`config.mk`:
```
export PLATFORM = sky130hd
export DESIGN_NAME = typec_port_role_control
export DESIGN_NICKNAME = d
export VERILOG_FILES = /design/src/design/port_role_pkg.sv /design/src/design/typec_port_role_control.sv
export SDC_FILE = /design/constraint.sdc
export NUM_CORES = 1
export LEC_CHECK = 0
export BUFFER_PORTS_ARGS = -buffer_cell sky130_fd_sc_hd__clkbuf_2
export CELL_PAD_IN_SITES_DETAIL_PLACEMENT = 1
export CELL_PAD_IN_SITES_GLOBAL_PLACEMENT = 2
export CORE_ASPECT_RATIO = 0.5
export CORE_MARGIN = 8
export CORE_UTILIZATION = 38
export DETAILED_ROUTE_END_ITERATION = 10
export PLACE_DENSITY_LB_ADDON = 0.3
export SYNTH_ARGS = -nofsm -noshare
export SYNTH_HDL_FRONTEND = slang
export SYNTH_SLANG_ARGS = --single-unit
```
`constraint.sdc`:
```
create_clock -name core_clk_i -period 3 [get_ports core_clk_i]
set_input_delay 0.6 -clock core_clk_i [delete_from_list [all_inputs] [get_ports core_clk_i]]
set_output_delay 0.6 -clock core_clk_i [all_outputs]
set_load 0.02 [all_outputs]
```
`src/design/port_role_pkg.sv`:
```
// Package with constants and carrier types for the Type-C port role control block
package port_role_pkg;

    // Port-role field encodings
    localparam logic [1:0] ROLE_DRP0     = 2'h0;
    localparam logic [1:0] ROLE_SINK     = 2'h1;
    localparam logic [1:0] ROLE_SOURCE   = 2'h2;
    localparam logic [1:0] ROLE_DRP1     = 2'h3;
    localparam logic [1:0] ROLE_RESET    = 2'h0;
    localparam int         ROLE_FIELD_HI = 5;
    localparam int         ROLE_FIELD_LO = 4;
    localparam int         SOFT_RST_BIT  = 3;

    // Target address when the address strap is low
    localparam logic [6:0] ADDR_STRAP_LOW = 7'h47;

    // Dual-role toggle half period
    localparam int DRP_HALF_US     = 50;
    localparam int CLK_MHZ         = 10;
    localparam int DRP_HALF_CYCLES = DRP_HALF_US * CLK_MHZ;

    // Attach debounce time
    localparam int DEB_US     = 20;
    localparam int DEB_CYCLES = DEB_US * CLK_MHZ;

    // Strap conditions
    typedef enum logic [1:0] {
        STRAP_LOW   = 2'h0,
        STRAP_HIGH  = 2'h1,
        STRAP_FLOAT = 2'h2
    } strap_e;

    // Attach states, Gray coded
    typedef enum logic [2:0] {
        ST_UNATT_SNK = 3'h0,
        ST_UNATT_SRC = 3'h1,
        ST_ATT_SRC   = 3'h3,
        ST_ATT_SNK   = 3'h2
    } att_state_e;

    // Status as seen by software
    typedef struct packed {
        logic       attached;
        logic       as_source;
        logic       cable_dir;
        logic [1:0] role_sel;
    } status_s;

    // Synchronised pin levels from the link side
    typedef struct packed {
        logic cc1_rd_seen;
        logic cc2_rd_seen;
        logic cc1_rp_seen;
        logic cc2_rp_seen;
        logic bus_power;
        logic enable_n;
    } link_pins_s;

endpackage

```
`src/design/typec_port_role_control.sv`:
```
// Port role, attach and orientation control for a Type-C configuration channel
`timescale 1ns/10ps

// Behaviour
// RULE1 - Either strap level selects host-register control mode
// RULE2 - Strap at ground gives address 0x47
// RULE3 - Register content change asserts interrupt low
// RULE4 - Dual-role attached as source drives indicator low
// RULE5 - Controller enables bus power only after indicator
// RULE6 - Controller acts as device when powered, indicator high
// RULE7 - Orientation output follows detected cable side
// RULE8 - Orientation flag 0 CC1, 1 CC2
// RULE9 - Role 10 source only, 01 sink only
// RULE10 - Leave fixed role on change, reset, enable fall
// RULE11 - Dual-role alternates sink and source until attach
// RULE12 - Unpowered presents pull-downs on both CC
// RULE13 - After reset enter unattached sink, dual-role
// RULE14 - Software writes role field for fixed role
// RULE15 - Source watches CC, sink watches bus power
// RULE16 - Successful attach enters active mode
// RULE17 - Role 00 and 11 mean dual-role
// RULE18 - Soft reset clears attach state, self clears
// RULE19 - Indicator released on detach or sink attach
module typec_port_role_control
(
    input  wire logic                 core_clk_i,
    input  wire logic                 rst_i,
    input  wire logic                 addr_strap_high_i,
    input  wire logic                 addr_strap_low_i,
    input  wire logic                 enable_n_i,
    input  wire logic                 bus_power_sense_i,
    input  wire logic                 cc1_rd_seen_i,
    input  wire logic                 cc2_rd_seen_i,
    input  wire logic                 cc1_rp_seen_i,
    input  wire logic                 cc2_rp_seen_i,
    input  wire logic                 role_wr_i,
    input  wire logic [1:0]           role_wdata_i,
    input  wire logic                 soft_reset_wr_i,
    input  wire logic                 status_read_i,
    output logic                      reg_mode_o,
    output logic [6:0]                target_addr_o,
    output logic                      addr_valid_o,
    output port_role_pkg::status_s    status_o,
    output logic                      active_o,
    output logic                      cc_pull_up_o,
    output logic                      cc_pull_down_o,
    output logic                      irq_out_n_o,
    output logic                      irq_out_n_oe_o,
    output logic                      otg_role_indicator_o,
    output logic                      otg_role_indicator_oe_o,
    output logic                      orient_o
);

    // Three-stage synchronisers for pin inputs
    port_role_pkg::link_pins_s pins_raw;
    port_role_pkg::link_pins_s s1_r, s2_r, s3_r, stable_r;
    port_role_pkg::link_pins_s s1_nxt, s2_nxt, s3_nxt, stable_nxt;

    assign pins_raw = '{cc1_rd_seen: cc1_rd_seen_i, cc2_rd_seen: cc2_rd_seen_i,
                        cc1_rp_seen: cc1_rp_seen_i, cc2_rp_seen: cc2_rp_seen_i,
                        bus_power: bus_power_sense_i, enable_n: enable_n_i};

    // A change counts once stages two and three agree, per bit
    always_comb
    begin
        s1_nxt     = pins_raw;
        s2_nxt     = s1_r;
        s3_nxt     = s2_r;
        stable_nxt = stable_r;
        for (int i = 0; i < $bits(port_role_pkg::link_pins_s); i++)
        begin
            if (s2_r[i] == s3_r[i])
            begin
                stable_nxt[i] = s3_r[i];
            end
        end
    end

    always_ff @(posedge core_clk_i)
    begin
        if (rst_i)
        begin
            s1_r     <= '0;
            s2_r     <= '0;
            s3_r     <= '0;
            stable_r <= '0;
        end
        else
        begin
            s1_r     <= s1_nxt;
            s2_r     <= s2_nxt;
            s3_r     <= s3_nxt;
            stable_r <= stable_nxt;
        end
    end

    // Strap capture, taken on the cycle after reset release
    port_role_pkg::strap_e strap_r, strap_nxt;
    logic                  strap_done_r, strap_done_nxt;

    always_comb
    begin
        strap_nxt      = strap_r;
        strap_done_nxt = 1'b1;
        if (!strap_done_r)
        begin
            if (addr_strap_low_i)
                strap_nxt = port_role_pkg::STRAP_LOW;
            else if (addr_strap_high_i)
                strap_nxt = port_role_pkg::STRAP_HIGH;
            else
                strap_nxt = port_role_pkg::STRAP_FLOAT;
        end
    end

    always_ff @(posedge core_clk_i)
    begin
        if (rst_i)
        begin
            strap_r      <= port_role_pkg::STRAP_FLOAT;
            strap_done_r <= 1'b0;
        end
        else
        begin
            strap_r      <= strap_nxt;
            strap_done_r <= strap_done_nxt;
        end
    end

    // Mode and address from the strap
    assign reg_mode_o    = strap_done_r && (strap_r != port_role_pkg::STRAP_FLOAT); // RULE1
    assign addr_valid_o  = strap_done_r && (strap_r == port_role_pkg::STRAP_LOW);
    assign target_addr_o = addr_valid_o ? port_role_pkg::ADDR_STRAP_LOW : 7'h00; // RULE2

    // Role field and soft reset pulse
    logic [1:0] role_r, role_nxt;
    logic       restart;
    logic       en_fall;
    logic       en_prev_r, en_prev_nxt;

    assign en_fall     = en_prev_r && !stable_r.enable_n;
    assign en_prev_nxt = stable_r.enable_n;

    always_comb
    begin
        role_nxt = role_r;
        if (role_wr_i && reg_mode_o)
            role_nxt = role_wdata_i; // RULE9 RULE14
    end

    // Role change, soft reset or enable fall restart the attach machine
    assign restart = (role_nxt != role_r) || soft_reset_wr_i || en_fall; // RULE10 RULE18

    always_ff @(posedge core_clk_i)
    begin
        if (rst_i)
        begin
            role_r    <= port_role_pkg::ROLE_RESET; // RULE17
            en_prev_r <= 1'b0;
        end
        else
        begin
            role_r    <= role_nxt;
            en_prev_r <= en_prev_nxt;
        end
    end

    logic is_drp, is_src_only, is_snk_only;
    assign is_drp      = (role_r == port_role_pkg::ROLE_DRP0) || (role_r == port_role_pkg::ROLE_DRP1); // RULE17
    assign is_src_only = (role_r == port_role_pkg::ROLE_SOURCE); // RULE9
    assign is_snk_only = (role_r == port_role_pkg::ROLE_SINK); // RULE9

    // Attach state machine with toggle and debounce counters
    port_role_pkg::att_state_e st_r, st_nxt;
    logic [15:0] tog_r, tog_nxt;
    logic [15:0] deb_r, deb_nxt;
    logic        dir_r, dir_nxt;
    logic        src_cond, snk_cond, cond;

    assign src_cond = stable_r.cc1_rd_seen || stable_r.cc2_rd_seen; // RULE15
    assign snk_cond = stable_r.bus_power; // RULE15
    assign cond     = (st_r == port_role_pkg::ST_UNATT_SRC) ? src_cond : snk_cond;

    always_comb
    begin
        st_nxt  = st_r;
        tog_nxt = tog_r;
        deb_nxt = deb_r;
        dir_nxt = dir_r;
        unique case (st_r)
            port_role_pkg::ST_UNATT_SNK, port_role_pkg::ST_UNATT_SRC:
            begin
                deb_nxt = cond ? deb_r + 16'h0001 : 16'h0000;
                tog_nxt = tog_r + 16'h0001;
                if (cond && deb_r == 16'(port_role_pkg::DEB_CYCLES - 1))
                begin
                    deb_nxt = 16'h0000;
                    tog_nxt = 16'h0000;
                    if (st_r == port_role_pkg::ST_UNATT_SRC)
                    begin
                        st_nxt  = port_role_pkg::ST_ATT_SRC; // RULE16
                        dir_nxt = stable_r.cc2_rd_seen && !stable_r.cc1_rd_seen; // RULE8
                    end
                    else
                    begin
                        st_nxt  = port_role_pkg::ST_ATT_SNK; // RULE16
                        dir_nxt = stable_r.cc2_rp_seen && !stable_r.cc1_rp_seen; // RULE8
                    end
                end
                else if (is_drp && !cond && tog_r >= 16'(port_role_pkg::DRP_HALF_CYCLES - 1))
                begin
                    tog_nxt = 16'h0000;
                    st_nxt  = (st_r == port_role_pkg::ST_UNATT_SNK) ? port_role_pkg::ST_UNATT_SRC
                                                                     : port_role_pkg::ST_UNATT_SNK; // RULE11
                end
                else if (!is_drp && tog_r >= 16'(port_role_pkg::DRP_HALF_CYCLES - 1))
                begin
                    tog_nxt = 16'h0000;
                end
            end
            port_role_pkg::ST_ATT_SRC:
            begin
                if (!src_cond)
                    st_nxt = port_role_pkg::ST_UNATT_SNK;
            end
            port_role_pkg::ST_ATT_SNK:
            begin
                if (!snk_cond)
                    st_nxt = port_role_pkg::ST_UNATT_SNK;
            end
            default:
                st_nxt = port_role_pkg::ST_UNATT_SNK;
        endcase
        // Fixed roles pin the unattached state
        if (st_nxt == port_role_pkg::ST_UNATT_SNK && is_src_only)
            st_nxt = port_role_pkg::ST_UNATT_SRC;
        if (st_nxt == port_role_pkg::ST_UNATT_SRC && is_snk_only)
            st_nxt = port_role_pkg::ST_UNATT_SNK;
        if (restart)
        begin
            st_nxt  = (role_nxt == port_role_pkg::ROLE_SOURCE) ? port_role_pkg::ST_UNATT_SRC
                                                               : port_role_pkg::ST_UNATT_SNK; // RULE10
            tog_nxt = 16'h0000;
            deb_nxt = 16'h0000;
            dir_nxt = 1'b0; // RULE18
        end
    end

    always_ff @(posedge core_clk_i)
    begin
        if (rst_i)
        begin
            st_r  <= port_role_pkg::ST_UNATT_SNK; // RULE13
            tog_r <= 16'h0000;
            deb_r <= 16'h0000;
            dir_r <= 1'b0;
        end
        else
        begin
            st_r  <= st_nxt;
            tog_r <= tog_nxt;
            deb_r <= deb_nxt;
            dir_r <= dir_nxt;
        end
    end

    // Status view and terminations
    port_role_pkg::status_s status_r, status_nxt;
    logic                   irq_r, irq_nxt;
    logic                   ind_r, ind_nxt;

    always_comb
    begin
        status_nxt.attached  = (st_r == port_role_pkg::ST_ATT_SRC) || (st_r == port_role_pkg::ST_ATT_SNK);
        status_nxt.as_source = (st_r == port_role_pkg::ST_ATT_SRC) || (st_r == port_role_pkg::ST_UNATT_SRC);
        status_nxt.cable_dir = dir_r; // RULE8
        status_nxt.role_sel  = role_r;
        // Any status change raises the interrupt; a read clears it, a change wins
        irq_nxt = irq_r;
        if (status_read_i)
            irq_nxt = 1'b0;
        if (status_nxt != status_r)
            irq_nxt = 1'b1; // RULE3
        // Indicator low only in dual-role attached source
        ind_nxt = is_drp && (st_r == port_role_pkg::ST_ATT_SRC); // RULE4 RULE19
    end

    always_ff @(posedge core_clk_i)
    begin
        if (rst_i)
        begin
            status_r <= '0;
            irq_r    <= 1'b0;
            ind_r    <= 1'b0;
        end
        else
        begin
            status_r <= status_nxt;
            irq_r    <= irq_nxt;
            ind_r    <= ind_nxt;
        end
    end

    assign status_o                = status_r;
    assign active_o                = status_r.attached; // RULE16
    // Rd is the default, also in reset, matching the unpowered state
    assign cc_pull_down_o          = !status_r.as_source; // RULE12
    assign cc_pull_up_o            = status_r.as_source;
    assign irq_out_n_o             = 1'b0;
    assign irq_out_n_oe_o          = irq_r; // RULE3
    assign otg_role_indicator_o    = 1'b0;
    assign otg_role_indicator_oe_o = ind_r; // RULE4 RULE5 RULE6 RULE19
    assign orient_o                = status_r.cable_dir; // RULE7

endmodule

```
* Yosys cells after proc, flatten, opt, wreduce, memory -nomap -nowiden
Cells that the tools add are included.
** Cells by class
- Shift operators :: 0
- Bitwise logic cells :: 0
- Add/subtract/negate cells :: 2
- Div/mod/pow operators :: 0
- Equal/unequal tests :: 18
- $mul :: 0
- Mux-type cells :: 25
- Reduce and logical (&&, ||, !) cells :: 33
- Order comparisons :: 1
** Operator list (number)
- $mux W16 :: 5
- $add A16 B1 Y16 const B :: 2
- $mux W3 :: 7
- $eq A16 B8 Y1 const B :: 1
- $ge A16 B9 Y1 const B :: 1
- $logic_and A1 B1 Y1 :: 13
- $pmux W3 S3 :: 1
- $mux W1 :: 8
- $mux W7 :: 1
- $eq A1 B1 Y1 :: 6
- $eq A2 B2 Y1 const B :: 3
- $eq A3 B1 Y1 const B :: 2
- $eq A3 B2 Y1 const B :: 2
- $logic_not A1 Y1 :: 6
- $logic_not A3 Y1 :: 2
- $logic_or A1 B1 Y1 :: 6
- $mux W2 :: 3
- $ne A5 B5 Y1 :: 1
- $logic_not A2 Y1 :: 2
- $reduce_or A2 Y1 :: 2
- $eq A2 B1 Y1 const B :: 1
- $ne A2 B2 Y1 :: 1
- $ne A2 B2 Y1 const B :: 1
- $reduce_and A2 Y1 :: 1
- $reduce_bool A2 Y1 :: 1
** Word-level totals
- Word-level logic and storage cells :: 117
- Memory bits (writable) :: 0
- Bits in registers :: 73
- Memories :: 0
- Latch bits :: 0
- Output and inout bits :: 22
- Bits in read-only memories :: 0
- Input port bits :: 15

* Longest topological paths before layout
Gate-level depths: netlist (run 1).
- Depth after elaboration :: 15
- Depth in mapped cells :: 8
- Gate-level depth less buffers :: 6

* Least setup slack after synthesis (run 1)
Ideal clock, no wire load.
- Path kind :: flip-flop to output port
- Start :: register strap_done_r
- End :: output port target_addr_o[0]
- Arrival time :: 1.418 ns
- Path buffers :: 1
- Setup slack :: 0.982 ns
- Stages on the path, launching flop included :: 3
- Required time :: 2.400 ns
- Cells stage by stage :: dfxtp_1 > nor3b_1 > buf_4
** On the way
- Longest elaborated chain between the ends :: 2
** RTL lines
- start, declared :: RTL line typec_port_role_control.sv:99 : logic strap_done_r, strap_done_nxt;
- start signal, assigned :: RTL line typec_port_role_control.sv:126 : strap_done_r <= strap_done_nxt;
- $logic_and A1 B1 Y1 :: RTL line typec_port_role_control.sv:132 : assign addr_valid_o = strap_done_r && (strap_r == port_role_pkg::STRAP_LOW);
- net addr_valid_o :: RTL line typec_port_role_control.sv:42 : output logic addr_valid_o,
- $mux W7 :: RTL line typec_port_role_control.sv:133 : assign target_addr_o = addr_valid_o ? port_role_pkg::ADDR_STRAP_LOW : 7'h00;
- end, declared :: RTL line typec_port_role_control.sv:41 : output logic [6:0] target_addr_o,
The timed path passes the listed nets, and every way through them passes these cells.

* Final worst setup path (run 1)
- Start :: register st_r[0]
- End :: register deb_r[4]
** On the way
- Longest elaborated chain between the ends :: 4
- Elaborated cells on any way between the ends :: 7
- Those cells by class :: eq/ne (1); mux (3); reduce/logical (3)
** RTL lines
- start, declared :: RTL line typec_port_role_control.sv:174 : port_role_pkg::att_state_e st_r, st_nxt;
- start signal, assigned :: RTL line typec_port_role_control.sv:253 : st_r <= port_role_pkg::ST_UNATT_SNK;
- start signal, assigned :: RTL line typec_port_role_control.sv:260 : st_r <= st_nxt;
- $eq A3 B1 Y1 :: RTL line typec_port_role_control.sv:182, typec_port_role_control.sv:190
- $mux W1 :: RTL line typec_port_role_control.sv:182 : assign cond = (st_r == port_role_pkg::ST_UNATT_SRC) ? src_cond : snk_cond;
- $mux W16 or $logic_and A1 B1 Y1 (tied branches) :: RTL line typec_port_role_control.sv:193, typec_port_role_control.sv:195
- $mux W16 :: RTL line typec_port_role_control.sv:195 : if (cond && deb_r == 16'(port_role_pkg::DEB_CYCLES - 1))
- end signal, assigned :: RTL line typec_port_role_control.sv:262 : deb_r <= deb_nxt;
- end, declared :: RTL line typec_port_role_control.sv:176 : logic [15:0] deb_r, deb_nxt;
Parallel ways exist; a longest one is shown, timed or not.
A chain may end at the register's enable or synchronous reset.

==> impl_metrics.tcl, run 1 <==
set metrics [dict create \
    ctsResizeCount 0 \
    num_rows 24 \
    drc 0 \
    ant_nets 0 \
    first_pass_iters 4 \
    totalWireLength_mm 8.82 \
    period_needed_ps 2540 \
    grt_pass1_vias 3105 \
    post-cts-setup-buffers 0 \
    path_class "reg -> reg" \
    cts_tree "yes" \
    cts_root_buffer "clkbuf_16" \
    yosys-top-cells-area "dfxtp_1, a21oi_1, nand2_1" \
    synth_top_cell_by_area "dfxtp_1" \
    clock_latency_ps 340 \
    slew_violations 0 \
    globalplace.congestion 0.759 \
    grt_usage_pct 14.7 \
    antenna_found_initial 0 \
    fin_cells 544 \
    synth_seq_area_share_pct 42.0 \
    drtIter0Drc 164 \
    routedWlPerCell_um 16.2 \
    multi_input_area_um2 1780 \
    placement.io_buffers 31 \
    status "finished clean" \
    ys_seq_elements 73 \
    area_delta_synth_final_pct 12.7 \
    htreeDepth 3 \
    fin_setup_tns_ps 0 \
    worst_pin_slew_ps 834 \
    cts_buffers 9 \
    hpwl_mm 5.91 \
    leakagePower_nw 1.32 \
    place_inst 528 \
    via_count 3012 \
    grt_max_degree 39 \
    synth_flop_cell "dfxtp_1" \
    finalClockSkew_ps 4.84 \
    grt_pass1_wl_mm 15.2 \
    seqCellArea_um2 1460 \
    p_per_area_nw_per_um2 566 \
    drive_above_1_share_pct 15.5 \
    fin_nets 441 \
    diodes 0 \
    fill_cells 1054 \
    crit_fanout 28 \
    synth_top_area_share_pct 42.0 \
    cp.required_ps 3250 \
    gr-total-overflow 0 \
    maxCapViolations 0 \
    netlist_area_um2 3480 \
    cts_max_path_buffers 2 \
    cts.sinks 73 \
    arrival_ps 2780 \
    syn_inst 406 \
    fmax_mhz 394 \
    start_util_pct 39.6 \
    ys_warn_count 0 \
    core_um2 8800 \
    avgSynthCellArea_um2 8.57 \
    dieArea_um2 12700 \
    utilization_pct 44.6 \
    die_h_um 83.7 \
    slew_headroom_pct 44.4 \
    async_reset_ff_share_pct 0 \
    setup_violations 0 \
    viasPerCell 5.54 \
    final_hold_viol_count 0 \
    synth_edf_count 0 \
    end_kind "register" \
    io_pins 37 \
    vdd_ir_drop_max_v 0.000281 \
    clk_pin_slew_ps 60 \
    die-width_um 151 \
    critPathLaunchType "register" \
    grt_setup_unrepaired "no" \
    hp-class "reg -> reg" \
    holdBufCountCts 0 \
    finalCritPeriodShare_pct 84.6 \
    synth.distinct_cells 59 \
]
routing by layer:
metal | up-vias | GRT usage (%) | wire length, um
li1 | 1498 | - | -
met1 | 1442 | 18.8 | 4440
met2 | 61 | 22.7 | 3900
met3 | 11 | 4.87 | 391
met4 | 0 | 4.46 | 93
met5 | - | 0 | 0
registers in the layout (all words and copies together) (netlist names):
register	flops
active_o	1
cc_pull_up_o	1
deb_r	16
dir_r	1
en_prev_nxt	1
en_prev_r	1
irq_out_n_oe_o	1
orient_o	1
otg_role_indicator_oe_o	1
role_r	2
s1_r	6
s2_r	6
s3_r	6
snk_cond	1
st_r	3
stable_r	4
status_o	2
strap_done_r	1
strap_r	2
tog_r	16
cells by family after synthesis:
| group | after synthesis | synth area share (%) |
|---|---|---|
| XOR/XNOR | 5 | 1.26 |
| adder cells (fa/ha/maj) | 4 | 1.44 |
| AND/OR/NAND/NOR | 177 | 28.1 |
| flip-flops | 73 | 42.0 |
| AO/OA/AOI/OAI | 93 | 18.2 |
| multiplexers | 5 | 1.47 |
| buffers and inverters | 48 | 7.44 |
| other | 1 | 0.108 |
path summary, 6_finish.rpt:
path,from,to,slack (ps),cells past startpoint
worst max register to register,st_r[0]$_SDFF_PP0_,deb_r[4]$_SDFFE_PP0P_,460,5
worst min register to register,s1_r[1]$_SDFF_PP0_,s2_r[1]$_SDFF_PP0_,440,1
worst min-delay path,s1_r[1]$_SDFF_PP0_,s2_r[1]$_SDFF_PP0_,440,1
worst max-delay path,st_r[0]$_SDFF_PP0_,deb_r[4]$_SDFFE_PP0P_,460,5
cell usage in the layout (no fill, tap or decap), types with 6 or more instances in the layout:
cell type	instances
a21oi_1	28
a311oi_1	11
a31oi_1	11
clkbuf_16	9
clkbuf_2	31
conb_1	6
dfxtp_1	73
inv_1	13
nand2_1	37
nand2b_1	8
nand3_1	18
nand4_1	13
nor2_1	25
nor2b_1	22
nor3_1	7
nor4_1	9
o21ai_0	9
metrics by stage:
stage	worst slack, ps	hold WS [ps]	area [um^2]	power, mW
4_1_cts	448	438	3920	2.25
6_report	463	438	3920	2.22
3_3_place_gp	618	421	3620	1.14
3_5_place_dp	469	431	3620	1.14
2_1_floorplan	982	414	3500	1.12
5_1_grt	269	438	3920	2.31
critical path, stage by stage (launching register included):
cell	delay, ps
dfxtp_1	480
nor3b_1	380
mux2_2	470
a21oi_4	630
a41oi_1	220
a311oi_1	270
power by group:
group          switching (mW)  total, mW  internal (mW)
clock                   0.447       1.10          0.652
sequential             0.0139       1.00          0.987
combinational          0.0790      0.121         0.0422
final cells by class:
cell class | instances | share of cell area [%]
well taps | 117 | 3.73
clock inverters | 7 | 1.98
multi-input cells | 290 | 45.3
inverters | 13 | 1.24
clock buffers | 9 | 5.74
flip-flops and latches | 73 | 37.2
repair buffers | 35 | 4.72
cells in the mapped netlist (3+ instances only):
cell type / instances
ha_1: 4
nor3_1: 7
nand3_1: 18
and3_1: 3
nand2_1: 37
o31ai_1: 3
mux2i_1: 4
o211ai_1: 3
a41oi_1: 4
o21ai_0: 9
a31oi_1: 11
nand4b_1: 3
nand4_1: 13
nor2b_1: 22
or2_2: 4
xnor2_1: 3
buf_6: 3
or3b_2: 3
nor4_1: 9
o21ai_2: 3
a21oi_1: 28
inv_1: 13
nor2_1: 25
or3_1: 3
a311oi_1: 11
and2_1: 4
clkbuf_1: 15
buf_4: 14
dfxtp_1: 73
o22ai_1: 4
nand2b_1: 8
nor3b_1: 4
nand3b_1: 3
Power figures use the tool's default switching activity.
==> inputs of run 2 (changes only) <==
CORE_UTILIZATION = 35   (was 38)
clock period = 2.5 ns   (was 3 ns; I/O delays follow)
==> run 2 against run 1 <==
Effect of this change:
- design area grew 1.8%
- total power rose by 20%
- sequential cell count unchanged
- maximum frequency up 11%
- sequential power is 20% higher
- utilization fell by 2.7 points
- wire length rose by 2.0%
- global-route usage decreased by 0.82 points
- critical path depth rose by 1
- hold slack lost 88 ps
- via count grew 1.4%
- worst setup slack got worse by 250 ps
==> impl_metrics.tcl, run 2 (synthesis results as in run 1) <==
set metrics [dict create \
    first_pass_iters 4 \
    start_util_pct 36.5 \
    ant_nets 0 \
    p_per_area_nw_per_um2 669 \
    pwr-share-comb_pct 5.8 \
    core_um2 9540 \
    grt_setup_unrepaired "no" \
    placement.io_buffers 31 \
    fin_nets 444 \
    htreeDepth 3 \
    cts_root_buffer "clkbuf_16" \
    fill_cells 1136 \
    routedWlPerCell_um 15.9 \
    num_rows 25 \
    cp.required_ps 2750 \
    crit_fanout 28 \
    cts_tree "yes" \
    cts_buffers 9 \
    seqPwrFrac_pct 44.9 \
    grt_max_degree 39 \
    cts_max_path_buffers 2 \
    end_kind "register" \
    hpwl_mm 6.25 \
    cts.sinks 73 \
    finalCritPeriodShare_pct 91.5 \
    fin_setup_tns_ps 0 \
    diodes 0 \
    worst_pin_slew_ps 753 \
    period_needed_ps 2290 \
    pwr-share-clk_pct 49.3 \
    die-width_um 157 \
    switchingPower_mw 0.646 \
    area_delta_synth_final_pct 14.8 \
    arrival_ps 2530 \
    mostFrequentLayoutCells "dfxtp_1, nand2_1, clkbuf_2" \
    drc 0 \
    fmax_mhz 437 \
    leakagePower_nw 1.34 \
    setup_violations 0 \
    viasPerCell 5.41 \
    path_class "reg -> reg" \
    globalplace.congestion 0.800 \
    netSwitchingFraction_pct 24.2 \
    grt_usage_pct 13.9 \
    largestRegisters "deb_r: 16 flops, tog_r: 16 flops" \
    final_hold_viol_count 0 \
    slew_headroom_pct 49.6 \
    drtIter0Drc 188 \
    io_pins 37 \
    slew_violations 0 \
    utilization_pct 41.9 \
    grt_pass1_wl_mm 15.2 \
    die_h_um 86.5 \
    internal_power_mw 2.03 \
    clock_latency_ps 340 \
    gr-total-overflow 0 \
    clk_pin_slew_ps 60 \
    via_count 3054 \
    drive_above_1_share_pct 16.3 \
    critPathLaunchType "register" \
    finalClockSkew_ps 8.50 \
    hp-class "in -> reg" \
    final_common_cell "dfxtp_1" \
    maxCapViolations 0 \
    grt_pass1_vias 3133 \
    vdd_ir_drop_max_v 0.000326 \
    totalWireLength_mm 9.00 \
    antenna_found_initial 0 \
    status "finished clean" \
    dieArea_um2 13600 \
]
[run 2: changes by cell type in the layout (fill, tap and decap cells not counted)]
cell / change
nand2_2: +1
clkinv_2: -1
buf_12: +2
a21o_1: -1
a21o_2: +1
clkbuf_1: +1
buf_4: +1
nand2_1: -1
[run 2: layout make-up]
class | instances | area [um^2] | share of cell area (%)
multi-input cells | 290 | 1780 | 44.6
flip-flops and latches | 73 | 1460 | 36.6
repair buffers | 38 | 233 | 5.82
clock buffers | 10 | 229 | 5.73
well taps | 135 | 169 | 4.23
clock inverters | 6 | 72.6 | 1.82
inverters | 13 | 48.8 | 1.22
[run 2: path summary, 6_finish.rpt]
| kind | slack, ps | end | startpoint | cells past startpoint |
|---|---|---|---|---|
| worst max-delay path | 210 | deb_r[5]$_SDFFE_PP0P_ | st_r[0]$_SDFF_PP0_ | 6 |
| worst min-delay path | 350 | strap_r[1]$_SDFFE_PP1N_ | addr_strap_high_i | 2 |
| worst max register to register | 210 | deb_r[5]$_SDFFE_PP0P_ | st_r[0]$_SDFF_PP0_ | 6 |
| worst min register to register | 440 | s2_r[1]$_SDFF_PP0_ | s1_r[1]$_SDFF_PP0_ | 1 |
[run 2: metal layers]
metal / GRT usage (%) / up-vias / share of wire, %
met5: 0 / - / 0
met1: 17.3 / 1488 / 46
li1: - / 1504 / -
met4: 4.89 / 0 / 1.0
met2: 22.2 / 49 / 48
met3: 4.37 / 13 / 4.8
[run 2: power by group through the flow]
stage               clock network, mW  registers [mW]  logic (mW)
floorplan                           0            1.22       0.114
global placement                    0            1.22       0.150
detailed placement                  0            1.23       0.155
CTS                              1.35            1.20       0.156
global route                     1.39            1.20       0.171
finish                           1.32            1.20       0.154
[run 2: critical path, stage by stage, from the launching register on]
cell,delay (ps)
dfxtp_1,490
nor3b_1,420
mux2_2,470
a21oi_4,190
buf_12,190
a41oi_1,130
a311oi_1,280
[run 2: metrics by stage]
stage / hold WS [ps] / cell area (um^2) / power, mW / instances / setup slack, ps
after floorplan: 414 / 3500 / 1.34 / 411 / 533
after global placement: 419 / 3690 / 1.37 / 549 / 253
after detailed placement: 432 / 3690 / 1.38 / 549 / 14.1
after CTS: 337 / 3990 / 2.71 / 565 / 168
after global routing: 360 / 4000 / 2.77 / 565 / 22.0
final: 350 / 4000 / 2.67 / 565 / 212
[run 2: timing repair]
item                                    in CTS  in global routing
buffers inserted                             0                  0
endpoints found under the setup margin       3                  1
resized for setup                            1                  1
gates cloned                                 0                  0
pin swaps                                    0                  0
hold buffers                                 0                  0
